### src/tgs_pkg.sv
package tgs_pkg;
  // ------------------------------------------------------------
  // Register word addresses (16-bit words, low byte = offset 0)
  // ------------------------------------------------------------
  localparam logic [7:0] REG_REF_CFG = 8'h87;
  localparam logic [7:0] REG_BLOCK = 8'h88;
  localparam logic [7:0] REG_SLIDER = 8'h89;
  localparam logic [7:0] REG_GEST_TO = 8'h8a;
  localparam logic [7:0] REG_SWIPE_CMD = 8'h8b;
  localparam logic [7:0] REG_LINK_CTRL = 8'hf2;

  // ------------------------------------------------------------
  // Field positions
  // ------------------------------------------------------------
  localparam int TRACK_EN_BIT = 15;
  localparam int RESEED_LVL_LSB = 11;
  localparam int FILT_LSB = 8;
  localparam int END_WIN_BIT = 7;
  localparam int STOP_DIS_BIT = 6;
  localparam int RO_DIS_BIT = 5;
  localparam int SLEEP_BIT = 4;

  // ------------------------------------------------------------
  // Reset values
  // ------------------------------------------------------------
  localparam logic [7:0] RST_BYTE = 8'h00;
  localparam logic [7:0] RST_CMD_MASK = 8'h00;
  localparam logic [1:0] RST_TWO = 2'h0;

  // ------------------------------------------------------------
  // Timing
  // ------------------------------------------------------------
  localparam int CLK_MHZ = 50;
  localparam int GEST_STEP_MS = 16;
  localparam int GEST_STEP_CYC = GEST_STEP_MS * 1000 * CLK_MHZ;
  localparam logic [7:0] TIMER_MAX = 8'hff;
endpackage : tgs_pkg

### src/tgs_ctrl.sv
`timescale 1ns/1ps
// Notes on behaviour
// - Reference trigger reseeds associated channels whose state lies within the level.
// - Tracking enabled disables the default reference reseed.
// - Tracking does nothing for associated channels without proximity or touch.
// - Reference long-term average frozen while an associated channel is active.
// - Weighted reference delta subtracted from active associated channel averages.
// - Two-bit filter smooths coordinates for swipe only; tap uses raw coordinate.
// - Eight-bit mask marks blocking channels, bit n for channel n.
// - Lone changes reported depending on partner channel proximity.
// - Blocking and associated channel changing together reports nothing.
// - Two sliders, each with an eight-bit channel membership mask.
// - Tap accepted only if completed within tap timeout, 16 ms steps.
// - Tap rejected if coordinate change exceeds half the swipe threshold.
// - Swipe recognised only if completed below swipe timeout.
// - Swipe recognised only if coordinate change exceeds threshold.
// - Command mask alone reseeds the selected channels.
// - Mask plus retune command in one window retunes instead of reseeding.
// - Command mask resets to all zeros.
// - Reseed leaving average outside band starts retune automatically.
// - End-window bit closes the communication window.
// - Disable-stop bit stops STOP condition recognition.
module tgs_ctrl #(
  parameter int TICK_CYC = tgs_pkg::GEST_STEP_CYC // Cycles per 16 ms step
) (
  input wire logic sys_clk, // System clock
  input wire logic reset, // Synchronous reset
  input wire logic wr_en, // Register write strobe
  input wire logic rd_en, // Register read strobe
  input wire logic [7:0] reg_addr, // Register word address
  input wire logic [15:0] wr_data, // Write word
  output logic [15:0] rd_data, // Read word
  input wire logic win_open, // Communication window open
  input wire logic retune_cmd, // Retune command bit
  input wire logic sample_tick, // New sample strobe
  input wire logic ref_trig, // Reference threshold crossing
  input wire logic [7:0] ref_assoc, // Channels tied to reference
  input wire logic [7:0] ch_prox, // Proximity states
  input wire logic [7:0] ch_touch, // Touch states
  input wire logic [7:0] ch_deep, // Deep touch states
  input wire logic [7:0] ch_change, // State changed this sample
  input wire logic [7:0] avg_out_band, // Average outside band
  input wire logic [7:0] coord0, // Slider 0 coordinate
  input wire logic [7:0] coord1, // Slider 1 coordinate
  output logic [7:0] reseed_req, // Reseed pulses
  output logic [7:0] retune_req, // Retune pulses
  output logic ref_avg_freeze, // Hold reference average
  output logic [7:0] track_sub_en, // Subtract weighted delta
  output logic [7:0] event_rpt, // Reported events
  output logic [1:0] tap_det, // Tap pulses
  output logic [1:0] swipe_det, // Swipe pulses
  output logic window_end, // Close window pulse
  output logic stop_det_dis, // Ignore STOP condition
  output logic ro_write_en, // Allow read-only writes
  output logic sleep_in_win // Sleep during window
);

  // ------------------------------------------------------------
  // Helpers
  // ------------------------------------------------------------
  function automatic logic [7:0] abs_diff(input logic [7:0] a, input logic [7:0] b);
    abs_diff = (a > b) ? a - b : b - a;
  endfunction : abs_diff

  // ------------------------------------------------------------
  // Register storage
  // ------------------------------------------------------------
  logic track_en_q;
  logic [1:0] reseed_lvl_q;
  logic [1:0] filt_q;
  logic [7:0] block_mask_q;
  logic [7:0] slider_mask_q [2];
  logic [7:0] tap_to_q;
  logic [7:0] swipe_to_q;
  logic [7:0] swipe_thr_q;
  logic [7:0] cmd_mask_q;
  logic [7:0] link_ctrl_q;
  logic cmd_retune_q;
  logic win_open_q;

  // Write decode
  wire wr_ref = wr_en && reg_addr == tgs_pkg::REG_REF_CFG;
  wire wr_blk = wr_en && reg_addr == tgs_pkg::REG_BLOCK;
  wire wr_sld = wr_en && reg_addr == tgs_pkg::REG_SLIDER;
  wire wr_gto = wr_en && reg_addr == tgs_pkg::REG_GEST_TO;
  wire wr_swc = wr_en && reg_addr == tgs_pkg::REG_SWIPE_CMD;
  wire wr_lnk = wr_en && reg_addr == tgs_pkg::REG_LINK_CTRL;

  // Window closes by end-window command or by the link dropping it
  wire end_cmd = wr_lnk && wr_data[tgs_pkg::END_WIN_BIT];
  wire win_close = end_cmd || (win_open_q && !win_open);

  // Read mux; unmapped words and reserved bits read zero
  wire [15:0] ref_word = {track_en_q, 1'b0, 1'b0, reseed_lvl_q, 1'b0, filt_q, 8'h00};
  wire [15:0] rd_mux =
    (reg_addr == tgs_pkg::REG_REF_CFG) ? ref_word :
    (reg_addr == tgs_pkg::REG_BLOCK) ? {8'h00, block_mask_q} :
    (reg_addr == tgs_pkg::REG_SLIDER) ? {slider_mask_q[1], slider_mask_q[0]} :
    (reg_addr == tgs_pkg::REG_GEST_TO) ? {swipe_to_q, tap_to_q} :
    (reg_addr == tgs_pkg::REG_SWIPE_CMD) ? {cmd_mask_q, swipe_thr_q} :
    (reg_addr == tgs_pkg::REG_LINK_CTRL) ? {8'h00, link_ctrl_q} : 16'h0000;

  // Configuration registers
  always_ff @(posedge sys_clk)
  begin
    if (reset)
    begin
      track_en_q <= 1'b0;
      reseed_lvl_q <= tgs_pkg::RST_TWO;
      filt_q <= tgs_pkg::RST_TWO;
      block_mask_q <= tgs_pkg::RST_BYTE;
      slider_mask_q[0] <= tgs_pkg::RST_BYTE;
      slider_mask_q[1] <= tgs_pkg::RST_BYTE;
      tap_to_q <= tgs_pkg::RST_BYTE;
      swipe_to_q <= tgs_pkg::RST_BYTE;
      swipe_thr_q <= tgs_pkg::RST_BYTE;
      link_ctrl_q <= tgs_pkg::RST_BYTE;
    end
    else
    begin
      if (wr_ref)
      begin
        track_en_q <= wr_data[tgs_pkg::TRACK_EN_BIT];
        reseed_lvl_q <= wr_data[tgs_pkg::RESEED_LVL_LSB +: 2];
        filt_q <= wr_data[tgs_pkg::FILT_LSB +: 2];
      end
      if (wr_blk)
        block_mask_q <= wr_data[7:0];
      if (wr_sld)
      begin
        slider_mask_q[0] <= wr_data[7:0];
        slider_mask_q[1] <= wr_data[15:8];
      end
      if (wr_gto)
      begin
        tap_to_q <= wr_data[7:0];
        swipe_to_q <= wr_data[15:8];
      end
      if (wr_swc)
        swipe_thr_q <= wr_data[7:0];
      // Whole byte stored; end bit is left for the host to clear
      if (wr_lnk)
        link_ctrl_q <= wr_data[7:0];
    end
  end

  // ------------------------------------------------------------
  // Reseed and retune commands
  // ------------------------------------------------------------
  wire [7:0] lvl_ok =
    (reseed_lvl_q == 2'h0) ? ~(ch_prox | ch_touch | ch_deep) :
    (reseed_lvl_q == 2'h1) ? ~(ch_touch | ch_deep) :
    (reseed_lvl_q == 2'h2) ? ~ch_deep : 8'hff;
  wire [7:0] ref_reseed = (ref_trig && !track_en_q) ? (ref_assoc & lvl_ok) : 8'h00;
  wire do_cmd = win_close && cmd_mask_q != 8'h00;
  wire [7:0] cmd_reseed = (do_cmd && !cmd_retune_q) ? cmd_mask_q : 8'h00;
  wire [7:0] cmd_retune = (do_cmd && cmd_retune_q) ? cmd_mask_q : 8'h00;
  wire [7:0] auto_retune = reseed_req & avg_out_band;

  // Command mask acts once at window close, then clears
  always_ff @(posedge sys_clk)
  begin
    if (reset)
    begin
      cmd_mask_q <= tgs_pkg::RST_CMD_MASK;
      cmd_retune_q <= 1'b0;
      win_open_q <= 1'b0;
      reseed_req <= 8'h00;
      retune_req <= 8'h00;
    end
    else
    begin
      win_open_q <= win_open;
      if (wr_swc)
        cmd_mask_q <= wr_data[15:8];
      else if (win_close)
        cmd_mask_q <= 8'h00;
      // Set wins; a command landing on the close is kept for the next window
      if (retune_cmd)
        cmd_retune_q <= 1'b1;
      else if (win_close)
        cmd_retune_q <= 1'b0;
      reseed_req <= ref_reseed | cmd_reseed;
      retune_req <= cmd_retune | auto_retune;
    end
  end

  // ------------------------------------------------------------
  // Tracking and event blocking
  // ------------------------------------------------------------
  wire [7:0] assoc_act = ref_assoc & (ch_prox | ch_touch);
  wire [7:0] assoc_only = ref_assoc & ~block_mask_q;
  wire blk_chg = |(ch_change & block_mask_q);
  wire blk_prox = |(ch_prox & block_mask_q);
  wire asc_chg = |(ch_change & assoc_only);
  wire asc_prox = |(ch_prox & assoc_only);
  // Only one side may move; a joint move is swallowed
  wire [7:0] asc_ok = (!blk_chg && !blk_prox) ? assoc_only : 8'h00;
  wire [7:0] blk_ok = (!asc_chg && asc_prox) ? block_mask_q : 8'h00;
  wire [7:0] free_ch = ~(assoc_only | block_mask_q);
  wire [7:0] rpt = ch_change & (free_ch | asc_ok | blk_ok);

  // Sample-aligned event output; tracking outputs update every cycle
  always_ff @(posedge sys_clk)
  begin
    if (reset)
    begin
      ref_avg_freeze <= 1'b0;
      track_sub_en <= 8'h00;
      event_rpt <= 8'h00;
    end
    else
    begin
      ref_avg_freeze <= track_en_q && |assoc_act;
      track_sub_en <= track_en_q ? assoc_act : 8'h00;
      event_rpt <= sample_tick ? rpt : 8'h00;
    end
  end

  // ------------------------------------------------------------
  // Gesture timing
  // ------------------------------------------------------------
  logic [31:0] tick_cnt_q;
  wire step = tick_cnt_q == 32'(TICK_CYC - 1);

  // 16 ms step generator; long count kept as a parameter for sims
  always_ff @(posedge sys_clk)
  begin
    if (reset)
      tick_cnt_q <= 32'h0;
    else
      tick_cnt_q <= step ? 32'h0 : tick_cnt_q + 32'h1;
  end

  logic [1:0] held_q;
  logic [7:0] timer_q [2];
  logic [7:0] start_raw_q [2];
  logic [7:0] start_flt_q [2];
  logic [7:0] last_raw_q [2];
  logic [7:0] flt_q [2];
  wire [7:0] coord [2];
  wire [1:0] active;
  wire [7:0] flt_nx [2];
  wire [1:0] rel;
  wire [1:0] tap_ok;
  wire [1:0] swp_ok;
  assign coord[0] = coord0;
  assign coord[1] = coord1;

  // Per-slider decode
  for (genvar s = 0; s < 2; s++)
  begin : g_sld
    wire [8:0] diff = {1'b0, coord[s]} - {1'b0, flt_q[s]};
    wire [8:0] step_v = $signed(diff) >>> (2 * filt_q);
    assign active[s] = |(ch_touch & slider_mask_q[s]);
    assign flt_nx[s] = (filt_q == 2'h0) ? coord[s] : flt_q[s] + step_v[7:0];
    assign rel[s] = held_q[s] && !active[s];
    assign tap_ok[s] = rel[s] && timer_q[s] <= tap_to_q
      && abs_diff(last_raw_q[s], start_raw_q[s]) <= (swipe_thr_q >> 1);
    assign swp_ok[s] = rel[s] && timer_q[s] < swipe_to_q
      && abs_diff(flt_q[s], start_flt_q[s]) > swipe_thr_q;
  end

  // Touch start latches origin; release judges the gesture
  always_ff @(posedge sys_clk)
  begin
    if (reset)
    begin
      held_q <= 2'h0;
      tap_det <= 2'h0;
      swipe_det <= 2'h0;
      for (int s = 0; s < 2; s++)
      begin
        timer_q[s] <= 8'h00;
        start_raw_q[s] <= 8'h00;
        start_flt_q[s] <= 8'h00;
        last_raw_q[s] <= 8'h00;
        flt_q[s] <= 8'h00;
      end
    end
    else
    begin
      held_q <= active;
      tap_det <= tap_ok;
      swipe_det <= swp_ok;
      for (int s = 0; s < 2; s++)
      begin
        if (active[s] && !held_q[s])
        begin
          timer_q[s] <= 8'h00;
          start_raw_q[s] <= coord[s];
          start_flt_q[s] <= coord[s];
          last_raw_q[s] <= coord[s];
          flt_q[s] <= coord[s];
        end
        else if (active[s])
        begin
          if (step && timer_q[s] != tgs_pkg::TIMER_MAX)
            timer_q[s] <= timer_q[s] + 8'h01;
          last_raw_q[s] <= coord[s];
          if (sample_tick)
            flt_q[s] <= flt_nx[s];
        end
      end
    end
  end

  // ------------------------------------------------------------
  // Host link control and read port
  // ------------------------------------------------------------
  always_ff @(posedge sys_clk)
  begin
    if (reset)
    begin
      window_end <= 1'b0;
      stop_det_dis <= 1'b0;
      ro_write_en <= 1'b0;
      sleep_in_win <= 1'b0;
      rd_data <= 16'h0000;
    end
    else
    begin
      window_end <= end_cmd;
      stop_det_dis <= link_ctrl_q[tgs_pkg::STOP_DIS_BIT];
      ro_write_en <= link_ctrl_q[tgs_pkg::RO_DIS_BIT];
      sleep_in_win <= link_ctrl_q[tgs_pkg::SLEEP_BIT];
      if (rd_en)
        rd_data <= rd_mux;
    end
  end

endmodule : tgs_ctrl

### config.mk
export PLATFORM = sky130hd
export DESIGN_NAME = tgs_ctrl
export DESIGN_NICKNAME = d
export VERILOG_FILES = /design/src/tgs_pkg.sv /design/src/tgs_ctrl.sv
export SDC_FILE = /design/constraint.sdc
export NUM_CORES = 1
export LEC_CHECK = 0
export CAP_MARGIN = 20
export CORE_UTILIZATION = 62
export CTS_CLUSTER_DIAMETER = 40
export CTS_CLUSTER_SIZE = 30
export DETAILED_ROUTE_END_ITERATION = 16
export DONT_BUFFER_PORTS = 1
export PLACE_DENSITY = 0.84
export SYNTH_ARGS = -nofsm -noshare
export SYNTH_HDL_FRONTEND = slang
export SYNTH_SLANG_ARGS = --single-unit
### constraint.sdc
create_clock -name sys_clk -period 10.42 [get_ports sys_clk]
set_clock_uncertainty 0.15 [all_clocks]
set_input_delay 1.563 -clock sys_clk [delete_from_list [all_inputs] [get_ports sys_clk]]
set_output_delay 1.563 -clock sys_clk [all_outputs]
set_load 0.02 [all_outputs]
==> metrics.md <==
| Metric | Value |
|---|---|
| Die Area | 0.02495 sq mm |
| Min Clock Period, post-route | 4.936 ns |
| Hold Crit Class | flip-flop to flip-flop |
| Initial core utilization | 63.68% |
| Top-area cell type share of the netlist area | 19.38% |
| Worst path depth | 20 |
| Hold Vio Cnt, Final | 0 |
| Synthesized flop and latch total | 226 |
| Gate count of the mapped netlist | 1,690 |
| Clock latency on the worst-skew pair | 0.53 ns |
| CP Launch Type | input port |
| Commonest non-fill, non-tap cell in the layout | ha_1 |
| WL final | 40.75 mm |
| Worst Hold Launch | tick_cnt_q[0] |
| Total track usage | 32.66% |
| Die span in x | 158.0 microns |
| Crit Path Class | input port to flip-flop |
| CTS sink cnt | 226 |
| Maximum root-to-sink buffer count | 3 |
| Mapped cell area | 0.01508 sq mm |
| Hold Path Stages | 1 |
| Number of cell rows | 56 |
| Synth warnings | 0 |
| Footprint of the multi-input gates | 0.009050 sq mm |
| Number of antenna violations at the first check in global routing | 1 |
| Area grow syn2layout | 9.566% |
| Fmax | 202.6 MHz |
| Port buffer count | 0 |
| CTS tree | done |
| CP Buf/Inv Count | 2 |
| Number of global-route vias before repair | 12,420 |
| Family with the most delay on the worst path | compound AO/OA/AOI/OAI gates |
| Net Count, Synth | 1,955 |
| Crit-path most repeated cell | a21oi_1 |
| Netlist cell types | 85 |
| Core box area | 0.02368 sq mm |
| Placed Cells | 1,950 |
| Final std cells w/o fill | 2,021 |
| Capture point of the worst reg-to-reg path | flt_q[0][7] |
| DR WL/cell | 20.16 microns |
| Critical Path Sink Type | flip-flop |
| Pleak | 6.439 nW |
| Vias per inst | 6.421 |
| Slowest-stage cell, CP | fa_1 |
| Post-CTS Setup Repair Bufs | 0 |
| Power per Cell Area | 179.0 mW/mm^2 |
| First drt pass iteration count | 7 |
| DRT iter0 DRCs | 1,494 |
| Gp weighted congestion | 0.9230 |
| R2r setup slk | 6.03 ns |
| WHS Endpoint | tick_cnt_q[0] |
| Cts bufs inserted | 36 |
| Crit-path max FO | 3 |
| Storage element area | 0.005325 sq mm |
| Required @ worst endpoint | 10.48 ns |
| Period utilisation layout | 47.37% |
| Most used DFF post-synth | dfxtp_1 |
| Die Span Y | 158.0 microns |
| Top cells by area, synth | dfxtp_1 19%, edfxtp_1 16%, ha_1 13% |
| Hpwl dp | 30.15 mm |
| Post-DRT Antenna Nets | 0 |
| EDFF count, synth | 80 |
| Layout Nets | 1,938 |
| Endpoints failing setup | 0 |
| Outcome | finished clean |
| Worst R2R Start | flt_q[0][1] |
| Rel. slew slack | 19.16% |
| Slew Limit Fails | 0 |
| H-Tree Level Count | 2 |
| Critical Path Max Stage Delay | 0.42 ns |
| Commonest non-fill, non-tap cells in the layout | 157 x ha_1, 154 x nor2_1, 146 x dfxtp_1 |
| # hold bufs at CTS | 0 |
| Total negative slack | 0 ns |
| IO Pins | 153 |
| Global route overflow | 0 |
| First-pass GRT wire length | 63.85 mm |
| Synthesized area per cell | 8.923 sq um |
| Largest area contributor in the netlist | dfxtp_1 |
| Register area share after synthesis | 35.31% |
| Filler Cell Count | 1,836 |
| Clk pin slew, worst setup/hold paths | 0.06 ns |
| RSZ-0062 raised after global routing | false |
| Least-Margin Pin Slew | 1.203 ns |
| Layout cells sized above 1 | 7.113% |
| Vias | 12,980 |
| Synth async-reset ratio | 0% |
| CP cell instances | inv_1 > ha_1 > inv_1 > fa_1 > a21o_1 > a21oi_1 > o21ai_0 > nor2_1 > xnor2_1 > mux2i_1 > mux2i_1 > ha_1 > fa_1 > a21o_1 > a21oi_1 > o21bai_1 > a21oi_1 > xnor2_1 > nand2_1 > o21ai_0 |
| FF-to-FF path depth | 17 |
| Max-Cap Viols | 0 |
| Largest net degree at the start of global routing | 110 |
| DRC viols | 0 |
| Root buf cell | clkbuf_16 |
| Post_cts resized | 0 |
| IR drop worst, VDD | 152.6 uV |
| Crit path DAT | 5.00 ns |
-- where the power goes --
part,internal [mW],switching (mW),total [mW]
logic,0.337,0.415,0.752
clock network,0.753,0.464,1.22
registers,0.949,0.0388,0.987
total,2.04,0.918,2.96
-- how the worst max path moves through the flow --
stage              start           to  slack (ns)
6_report       coord0[0]  flt_q[0][6]        5.48
5_1_grt        coord0[0]  flt_q[0][6]        5.14
4_1_cts        coord0[0]  flt_q[0][6]        5.52
3_5_place_dp   coord0[0]  flt_q[0][6]        5.00
3_3_place_gp   coord1[0]  flt_q[1][6]        5.15
2_1_floorplan  coord1[0]  flt_q[1][6]        5.32
-- routing by layer --
layer | up-vias | routed length [microns] | GRT usage [%]
li1 | 6026 | - | -
met1 | 6158 | 16520 | 41.21
met2 | 649 | 18600 | 51.96
met3 | 144 | 4052 | 8.733
met4 | 0 | 1568 | 15.25
met5 | - | 0 | 0
-- metrics by stage --
stage / hold slack, ns / total power [mW] / utilization, % / cell area (sq um) / setup slack [ns]
finish: 0.2976 / 2.957 / 69.77 / 16520 / 5.484
global route: 0.3157 / 3.087 / 69.76 / 16520 / 5.142
floorplan: 0.2675 / 1.594 / - / 15080 / 5.315
CTS: 0.3039 / 2.950 / 69.58 / 16480 / 5.522
global placement: 0.2799 / 1.706 / 64.30 / 15230 / 5.152
detailed placement: 0.2956 / 1.734 / 64.30 / 15230 / 5.000
-- registers in the layout (all words and copies together), names as in the netlist, 16 cells and up --
name,flops
tick_cnt_q,32
last_raw_q,16
rd_data,16
flt_q,16
slider_mask_q,16
timer_q,16
-- cells in the mapped netlist (9+ instances only) --
cell type	number
a211oi_1	12
a21o_1	30
a21oi_1	145
a221oi_1	11
a22o_1	11
a22oi_1	37
and2_1	53
and3_1	10
buf_2	10
clkbuf_1	43
dfxtp_1	146
edfxtp_1	80
fa_1	12
ha_1	157
inv_1	109
mux2_2	10
mux2i_1	27
nand2_1	145
nand2b_1	12
nand3_1	77
nand4_1	24
nor2_1	154
nor2b_1	36
nor3_1	21
o2111ai_1	9
o21ai_0	72
xnor2_1	49
xor2_1	32
-- final cells by class --
cell class              instances  area share, %
clock inverters                24          1.537
inverters                     111          2.522
flip-flops and latches        226          32.23
diodes                          1        0.01514
clock buffers                  42          6.035
well taps                     319          2.416
repair buffers                  9         0.4771
multi-input cells            1289          54.77
-- logic make-up (layout without fill, tap and decap cells) --
family | after synthesis | in the layout | share of synthesized area [%]
other cells | 0 | 1 | 0
buf+inv | 175 | 186 | 4.712
flops | 226 | 226 | 35.31
xor+xnor | 81 | 81 | 4.704
compound gates | 407 | 407 | 17.56
fa+ha+maj | 169 | 169 | 14.62
mux | 49 | 49 | 3.958
simple gates | 583 | 583 | 19.13
(Power assumes the default switching activity.)
